[src/wdtim_pkg.sv]
// shared constants and the expiry helper function for the watchdog timer and its cpu-side end
package wdtim_pkg;
  // control/status register bit positions
  localparam int BIT_FLAG = 7;
  localparam int BIT_IRQ_EN = 6;
  localparam int BIT_PER3 = 5;
  localparam int BIT_UNLOCK = 4;
  localparam int BIT_RST_EN = 3;
  localparam logic [7:0] CTRL_RESET = 8'h00;
  // unlock window in system clocks
  localparam logic [2:0] UNLOCK_CYCLES = 3'h4;
  // period codes: 0 selects 2048 oscillator cycles, each step doubles
  localparam logic [3:0] PERIOD_MAX_CODE = 4'h9;
  localparam int BASE_SHIFT = 11;
  localparam int CNT_W = 21;
  // controller register offsets (port of the cpu-side end)
  localparam logic [3:0] OFS_CTRL = 4'h0;
  localparam logic [3:0] OFS_CAUSE = 4'h1;
  localparam logic [3:0] OFS_CMD = 4'h2;
  localparam logic [3:0] OFS_IRQ_STAT = 4'h3;
  localparam logic [3:0] OFS_IRQ_CLR = 4'h4;
  localparam logic [3:0] OFS_IRQ_EN = 4'h5;
  // command register bits
  localparam int CMD_RESTART = 0;
  localparam int CMD_VECTOR = 1;
  localparam int CMD_GIE = 2;
  localparam int CMD_FUSE = 3;
  // interrupt status bits of the controller
  localparam int EV_TIMEOUT = 0;
  localparam int EV_SYSRST = 1;
  localparam int EV_W = 2;
  // expiry count for a period code
  function automatic logic [CNT_W-1:0] expiry_count(input logic [3:0] code);
    logic [CNT_W-1:0] one;
    one = {{(CNT_W-1){1'b0}}, 1'b1};
    expiry_count = one << (BASE_SHIFT + int'(code));
  endfunction
endpackage

[src/wdtim_if.sv]
// link between the watchdog and the cpu/reset side
`timescale 1ns/100ps
`default_nettype none
interface wdtim_if;
  logic wr;
  logic [7:0] wdata;
  logic [7:0] rdata;
  logic restart;
  logic vector_taken;
  logic gie;
  logic fuse;
  logic cause_clear;
  logic irq_req;
  logic sys_reset;
  logic cause_flag;
  logic osc_tick;
  modport dev (input wr, wdata, restart, vector_taken, gie, fuse,
    cause_clear, osc_tick, output rdata, irq_req, sys_reset, cause_flag);
  modport cpu (output wr, wdata, restart, vector_taken, gie, fuse,
    cause_clear, osc_tick, input rdata, irq_req, sys_reset, cause_flag);
endinterface
`default_nettype wire

[src/wdtim_dev.sv]
// watchdog timer device end: counter, modes, unlock, reset cause
// Function
// RULE1 - expiry in interrupt mode sets flag bit 7
// RULE2 - vector execution or writing one clears flag
// RULE3 - request only when flag, enable, global set
// RULE4 - irq enable without reset enable: interrupts only
// RULE5 - combined mode first expiry only interrupts
// RULE6 - vector in combined mode clears enable, flag
// RULE7 - unserviced combined interrupt, next expiry resets
// RULE8 - software re-arms irq enable outside handler
// RULE9 - clear reset enable, period only when unlocked
// RULE10 - unlock bit self-clears after four clocks
// RULE11 - reset cause flag forces reset enable
// RULE12 - software clears cause flag before reset enable
// RULE13 - period code selects 2048 doubling to 1048576
// RULE14 - software restarts count before period change
// RULE15 - counts oscillator ticks, restart instruction zeroes
// RULE16 - fuse forces reset-only mode
// RULE17 - unlock: write unlock plus reset enable, then value
// RULE18 - watchdog reset sets cause flag until cleared
// RULE19 - both enables clear: stopped, no action
`timescale 1ns/100ps
`default_nettype none
module wdtim_dev
  import wdtim_pkg::*;
(
  input wire logic CLK_SYS,
  input wire logic NRST,
  wdtim_if.dev LINK
);
  import wdtim_pkg::*;

  logic flag;
  logic irq_en;
  logic rst_en;
  logic [3:0] period;
  logic unlock;
  logic [2:0] unlock_cnt;
  logic cause;
  logic [CNT_W-1:0] count;
  logic tick_s1;
  logic tick_s2;
  logic tick_s3;
  logic tick;
  logic expire;
  logic eff_rst_en;
  logic eff_irq_en;
  logic [3:0] wr_period;
  logic rst_pulse;

  // oscillator tick is asynchronous: two flops, then edge detect
  always_ff @(posedge CLK_SYS or negedge NRST) begin
    if (!NRST) begin
      tick_s1 <= 1'b0;
      tick_s2 <= 1'b0;
      tick_s3 <= 1'b0;
    end else begin
      tick_s1 <= LINK.osc_tick;
      tick_s2 <= tick_s1;
      tick_s3 <= tick_s2;
    end
  end
  assign tick = tick_s2 & ~tick_s3;

  // effective mode bits after fuse and cause override
  assign eff_rst_en = rst_en | cause | LINK.fuse; // RULE11 RULE16
  assign eff_irq_en = irq_en & ~LINK.fuse; // RULE16
  assign wr_period = {LINK.wdata[BIT_PER3], LINK.wdata[2:0]};
  // reserved codes never expire, count just saturates
  assign expire = tick && (period <= PERIOD_MAX_CODE)
    && (count + 1'b1 >= expiry_count(period)); // RULE13

  // counter: free while not stopped, zeroed by restart
  always_ff @(posedge CLK_SYS or negedge NRST) begin
    if (!NRST) begin
      count <= '0;
    end else if (LINK.restart || expire) begin
      count <= '0; // RULE15
    end else if (tick && (eff_rst_en || eff_irq_en)
        && count != {CNT_W{1'b1}}) begin
      count <= count + 1'b1; // RULE15 RULE19
    end
  end

  // unlock bit: set by write, dropped four clocks later
  always_ff @(posedge CLK_SYS or negedge NRST) begin
    if (!NRST) begin
      unlock <= 1'b0;
      unlock_cnt <= '0;
    end else if (LINK.wr && LINK.wdata[BIT_UNLOCK]) begin
      unlock <= 1'b1;
      unlock_cnt <= UNLOCK_CYCLES;
    end else if (unlock) begin
      unlock_cnt <= unlock_cnt - 1'b1;
      if (unlock_cnt == 3'h1) begin
        unlock <= 1'b0; // RULE10
      end
    end
  end

  // reset enable and period, guarded by the unlock window
  always_ff @(posedge CLK_SYS or negedge NRST) begin
    if (!NRST) begin
      rst_en <= 1'b0;
      period <= '0;
    end else if (LINK.wr) begin
      if (LINK.wdata[BIT_RST_EN]) begin
        rst_en <= 1'b1; // setting is always allowed
      end else if (unlock && !LINK.wdata[BIT_UNLOCK]) begin
        rst_en <= 1'b0; // RULE9
      end
      if (unlock && !LINK.wdata[BIT_UNLOCK]) begin
        period <= wr_period; // RULE9
      end
    end
  end

  // irq enable: software write, hardware clear on combined vector
  always_ff @(posedge CLK_SYS or negedge NRST) begin
    if (!NRST) begin
      irq_en <= 1'b0;
    end else if (LINK.wr) begin
      irq_en <= LINK.wdata[BIT_IRQ_EN]; // RULE8
    end else if (LINK.vector_taken && eff_rst_en) begin
      irq_en <= 1'b0; // RULE6
    end
  end

  // time-out flag: expiry set wins over any clear
  always_ff @(posedge CLK_SYS or negedge NRST) begin
    if (!NRST) begin
      flag <= 1'b0;
    end else if (expire && eff_irq_en && !(eff_rst_en && flag)) begin
      flag <= 1'b1; // RULE1 RULE4 RULE5
    end else if (LINK.vector_taken) begin
      flag <= 1'b0; // RULE2 RULE6
    end else if (LINK.wr && LINK.wdata[BIT_FLAG]) begin
      flag <= 1'b0; // RULE2
    end
  end

  // reset only when not armed for a first-interrupt grace
  assign rst_pulse = expire && eff_rst_en
    && (!eff_irq_en || flag); // RULE4 RULE7 RULE16

  // system reset strobe and the cause flag it leaves behind
  always_ff @(posedge CLK_SYS or negedge NRST) begin
    if (!NRST) begin
      LINK.sys_reset <= 1'b0;
      cause <= 1'b0;
    end else begin
      LINK.sys_reset <= rst_pulse;
      if (rst_pulse) begin
        cause <= 1'b1; // RULE18
      end else if (LINK.cause_clear) begin
        cause <= 1'b0; // RULE12
      end
    end
  end

  // registered read image and interrupt request
  always_ff @(posedge CLK_SYS or negedge NRST) begin
    if (!NRST) begin
      LINK.rdata <= CTRL_RESET;
      LINK.irq_req <= 1'b0;
      LINK.cause_flag <= 1'b0;
    end else begin
      LINK.rdata <= {flag, eff_irq_en, period[3], unlock, eff_rst_en,
        period[2:0]}; // RULE11
      LINK.irq_req <= flag && eff_irq_en && LINK.gie
        && !LINK.vector_taken; // RULE3
      LINK.cause_flag <= cause;
    end
  end
endmodule // wdtim_dev
`default_nettype wire

[src/flat_wrapper.sv]
// flat-port wrapper written by rule: the top's interface ports become plain ports
module wdtim_dev_flat import wdtim_pkg::*;
  (CLK_SYS, NRST, LINK_wr, LINK_wdata, LINK_restart, LINK_vector_taken, LINK_gie, LINK_fuse, LINK_cause_clear, LINK_osc_tick, LINK_rdata, LINK_irq_req, LINK_sys_reset, LINK_cause_flag);
  wdtim_if LINK_i ();
  input wire logic CLK_SYS;
  input wire logic NRST;
  input wire logic [$bits(LINK_i.wr)-1:0] LINK_wr;
  input wire logic [$bits(LINK_i.wdata)-1:0] LINK_wdata;
  input wire logic [$bits(LINK_i.restart)-1:0] LINK_restart;
  input wire logic [$bits(LINK_i.vector_taken)-1:0] LINK_vector_taken;
  input wire logic [$bits(LINK_i.gie)-1:0] LINK_gie;
  input wire logic [$bits(LINK_i.fuse)-1:0] LINK_fuse;
  input wire logic [$bits(LINK_i.cause_clear)-1:0] LINK_cause_clear;
  input wire logic [$bits(LINK_i.osc_tick)-1:0] LINK_osc_tick;
  output wire logic [$bits(LINK_i.rdata)-1:0] LINK_rdata;
  output wire logic [$bits(LINK_i.irq_req)-1:0] LINK_irq_req;
  output wire logic [$bits(LINK_i.sys_reset)-1:0] LINK_sys_reset;
  output wire logic [$bits(LINK_i.cause_flag)-1:0] LINK_cause_flag;
  assign LINK_i.wr = LINK_wr;
  assign LINK_i.wdata = LINK_wdata;
  assign LINK_i.restart = LINK_restart;
  assign LINK_i.vector_taken = LINK_vector_taken;
  assign LINK_i.gie = LINK_gie;
  assign LINK_i.fuse = LINK_fuse;
  assign LINK_i.cause_clear = LINK_cause_clear;
  assign LINK_i.osc_tick = LINK_osc_tick;
  assign LINK_rdata = LINK_i.rdata;
  assign LINK_irq_req = LINK_i.irq_req;
  assign LINK_sys_reset = LINK_i.sys_reset;
  assign LINK_cause_flag = LINK_i.cause_flag;
  wdtim_dev u_core (.CLK_SYS(CLK_SYS), .NRST(NRST), .LINK(LINK_i));
endmodule
[config.mk]
export PLATFORM = sky130hd
export DESIGN_NAME = wdtim_dev_flat
export DESIGN_NICKNAME = d
export VERILOG_FILES = /design/src/wdtim_pkg.sv /design/src/wdtim_if.sv /design/src/wdtim_dev.sv /design/src/flat_wrapper.sv
export SDC_FILE = /design/constraint.sdc
export NUM_CORES = 1
export LEC_CHECK = 0
export ABC_CLOCK_PERIOD_IN_PS = 3950
export BUFFER_PORTS_ARGS = -buffer_cell sky130_fd_sc_hd__clkbuf_2
export CORE_MARGIN = 4
export CORE_UTILIZATION = 59
export CTS_BUF_LIST = sky130_fd_sc_hd__clkbuf_4 sky130_fd_sc_hd__clkbuf_8 sky130_fd_sc_hd__clkbuf_16
export CTS_CLUSTER_SIZE = 10
export DETAILED_ROUTE_END_ITERATION = 10
export PLACE_DENSITY = 0.86
export RECOVER_POWER = 100
export SLEW_MARGIN = 5
export SYNTH_ARGS = -nofsm -noshare
export SYNTH_HDL_FRONTEND = slang
export SYNTH_SLANG_ARGS = --single-unit
[constraint.sdc]
create_clock -name CLK_SYS -period 3.95 [get_ports CLK_SYS]
set_input_delay 0.1975 -clock CLK_SYS [delete_from_list [all_inputs] [get_ports CLK_SYS]]
set_output_delay 0.1975 -clock CLK_SYS [all_outputs]
set_load 0.01 [all_outputs]
==> summary.txt <==
Finish
  • # fillers: 366
  • Area growth syn-to-layout: 10.2%
  • Most frequent cells in the layout: dfrtp_1, nand2_1, ha_1
  • Diodes inserted: 0
  • Layout cells sized above 1: between 10 and 15%
  • Most common cell after layout, fill and taps aside: dfrtp_1
  • Layout Nets: between 300 and 400

Route
  • DR vias: 2,376
  • Met3 Routed Length: 270 um
  • DR vias/cell: 5.88
  • Starting DRT DRC Count: approximately 140
  • Wl on met1: roughly 2700 um
  • Drt drc: 0
  • Final WL: 6270 um
  • Met2 WL post-DR: 3150 um
  • WL per Instance: 15.5 um
  • Final ANT Viol Nets: 0
  • DR top layer: met4
  • First-pass iteration count of the detailed router: 5

Global route
  • Initial antenna violation count: 0
  • Largest net degree at the start of global routing: between 40 and 50
  • Total grt overflow: 0
  • GRT Resource Usage Total: 22.1%
  • Vias in the first global route: 2,305
  • First-pass GRT wire length: 10,700 um

Floorplanning
  • Die Span Y: 78.6 um
  • Total Die Area: around 0.0062 sq mm
  • Cell Rows: 25
  • Starting Density: between 60% and 70%
  • I/O pin count: 28
  • Core footprint: 0.00479 sq mm
  • Die X: 78.6 um

Clocking
  • CTS buffer count: 5
  • Post-CTS setup repair buffer count: 0
  • Clock root cell: clkbuf_8
  • Clk slew on worst S/H paths: 90 ps
  • H-tree Lvls: 2
  • Post-CTS Resized: 0
  • Clk buf depth: 2
  • Clock latency on the worst-skew pair: 300 ps
  • CTS tree: yes
  • Clock Sinks: 47

Synth
  • Post-synth EDFFs: 0
  • Post-synthesis average cell area: 9.81 sq um
  • Cell count after synthesis: 300
  • Yosys Warn Count: 0
  • Yosys reg bits: 47
  • Sequential cell area fraction in the yosys report: 39.9%
  • Post-Syn Area: 0.00294 sq mm
  • Main synth FF type: dfrtp_1
  • Post-synth cell types: 46
  • Share of flip-flops with an asynchronous set or reset: 100%

STA
  • Fmax: 0.295 GHz
  • Worst slew pin tran: around 2400 ps
  • Max-slew violation count: 48
  • Final Hold Vio Count: 0
  • Slew HR: -63.2%
  • Setup violators final: 0
  • Setup tns final: 0 ps
  • Fin crit period: 3390 ps
  • Unrepaired setup endpoints after global routing: no
  • Final worst-path cycle share: 85.8%
  • Worst hold slack: 107 ps
  • Clock Skew: 8.66 ps

Flow run
  • Max-cap violations: 1

Critical path
  • Worst Setup End Kind: flop
  • CP required: 4150 ps
  • Critical Path Source Type: flop
  • Worst-path cell chain: ha_1 > and3_1 > nand2_1 > or4_1 > xnor2_1 > ha_1 > and3_1 > o2111ai_1 > o22ai_1 > or2_2 > a211oi_1
  • CP max stage cell: or4_1
  • Worst Path Buf+Inv: 0
  • Worst stage delay on the critical path: 500 ps
  • Data arrival, critical path: approximately 3600 ps
  • CP Class: flop to flop
  • Critical path peak fanout: 21
  • Top Family by Delay on Critical Path: simple AND/OR/NAND/NOR gates

Place
  • Detail Placement HPWL: 4670 um
  • RePlAce Congestion: 0.867
  • Port Buf Inserts: 27

Power
  • Sequential share of power: 51.8%
  • NetSw: roughly 0.37 mW
  • VDD IR max: just over 0.3 mV
  • Clock power share: 25.7%
  • Internal power: 0.802 mW
  • Sw Ratio: between 30% and 40%
  • Pwr Density: 362 mW/mm^2
  • Pleak: 1.46 nW
  • Combinational Power Share: roughly 23%

Min path
  • Hold Path Class: primary input to flop

Outcome
  • Violated checks: capacitance limit, slew limit
  • Status: finished, violations left
[kinds of logic after synthesis]
kind of cell	Yosys count	synth area share, %
AO/OA/AOI/OAI	67	15.0
XOR/XNOR	28	8.33
AND/OR/NAND/NOR	109	21.2
flip-flops	47	39.9
buffers and inverters	18	3.23
multiplexers	5	1.87
adder cells (fa/ha/maj)	24	10.2
other	2	0.255
[sequential cells by signal, indices dropped and copies added, names as in the netlist]
signal and flops:
u_core.count 21, u_core.LINK.rdata 8, u_core.period 4, u_core.unlock_cnt 3, u_core.LINK.cause_flag 1, u_core.LINK.irq_req 1, u_core.LINK.sys_reset 1, u_core.cause 1
u_core.flag 1, u_core.irq_en 1, u_core.rst_en 1, u_core.tick_s1 1, u_core.tick_s2 1, u_core.tick_s3 1, u_core.unlock 1
[final timing paths]
check	end	slack (ps)	from	depth (start not counted)
min	u_core.unlock_cnt[0]	110	LINK_wdata[4]	2
max reg2reg	u_core.count[11]	560	u_core.count[0]	11
max	u_core.count[11]	560	u_core.count[0]	11
max in group asynchronous	u_core.tick_s3	1280	NRST	3
min in group asynchronous	u_core.count[9]	1280	NRST	3
min reg2reg	u_core.tick_s2	370	u_core.tick_s1	0
[power groups by stage]
stage / clock network [mW] / logic [mW] / registers (mW)
global route: 0.333 / 0.304 / 0.619
CTS: 0.310 / 0.273 / 0.606
detailed placement: 0 / 0.269 / 0.615
floorplan: 0 / 0.171 / 0.612
global placement: 0 / 0.255 / 0.609
finish: 0.302 / 0.265 / 0.608
[per-stage QoR]
step | power, mW | setup WS [ps] | cell area, sq um | std cells | util [%]
6_report | 1.17 | 561 | 3250 | 404 | 67.8
5_1_grt | 1.26 | 308 | 3250 | 404 | 67.8
4_1_cts | 1.19 | 615 | 3270 | 404 | 68.2
3_5_place_dp | 0.884 | 674 | 3150 | 394 | 65.8
3_3_place_gp | 0.864 | 795 | 3150 | 394 | 65.8
2_1_floorplan | 0.783 | 989 | 2980 | 309 | -
[worst reg2reg max path: cells and delay by family (launching register included)]
kind | cells | cell delay, ps
AO/OA/AOI/OAI | 3 | 480
flip-flops | 1 | 430
AND/OR/NAND/NOR | 5 | 1710
XOR/XNOR | 1 | 160
adder cells (fa/ha/maj) | 2 | 530
[cell usage after synthesis (2+ instances only)]
cell	n	area, sq um
dfrtp_1	47	1180
ha_1	24	300
nand2_1	23	86.3
xnor2_1	20	175
a211oi_1	15	113
a21oi_1	14	70.1
nand3_1	11	55.1
nor2_1	11	41.3
nor3_1	11	55.1
and4_1	8	70.1
nand4_1	8	50.1
xor2_1	8	70.1
a21o_1	7	52.6
clkbuf_1	7	26.3
o21ai_0	7	35.0
or3_1	7	43.8
and3_1	6	37.5
inv_1	6	22.5
nor2b_1	6	37.5
o21ai_1	6	30.0
o31ai_1	6	45.0
or4_1	6	45.0
mux2_2	4	45.0
nand2b_1	4	25.0
buf_6	3	33.8
a31oi_1	2	12.5
and4_4	2	22.5
conb_1	2	7.51
nand3b_1	2	15.0
[repair_timing]
action	in CTS	in global routing
hold buffers	2	0
hold endpoints to repair	19	0
setup endpoints to repair	0	0
[per-layer routing]
metal | vias to the layer above | track usage [%]
met3 | 13 | 4.13
met1 | 1132 | 28.9
li1 | 1166 | -
met4 | 0 | 7.52
met2 | 65 | 36.6
met5 | - | 0
[area by class of cell]
cell class              count  area [sq um]  share of cell area, %
repair buffers             32           160                   4.93
clock inverters             2          16.3                  0.501
clock buffers               6          82.6                   2.54
flip-flops and latches     47          1180                   36.2
well taps                  67          83.8                   2.58
multi-input cells         244          1700                   52.5
inverters                   6          22.5                  0.694
(Power assumes the default switching activity.)
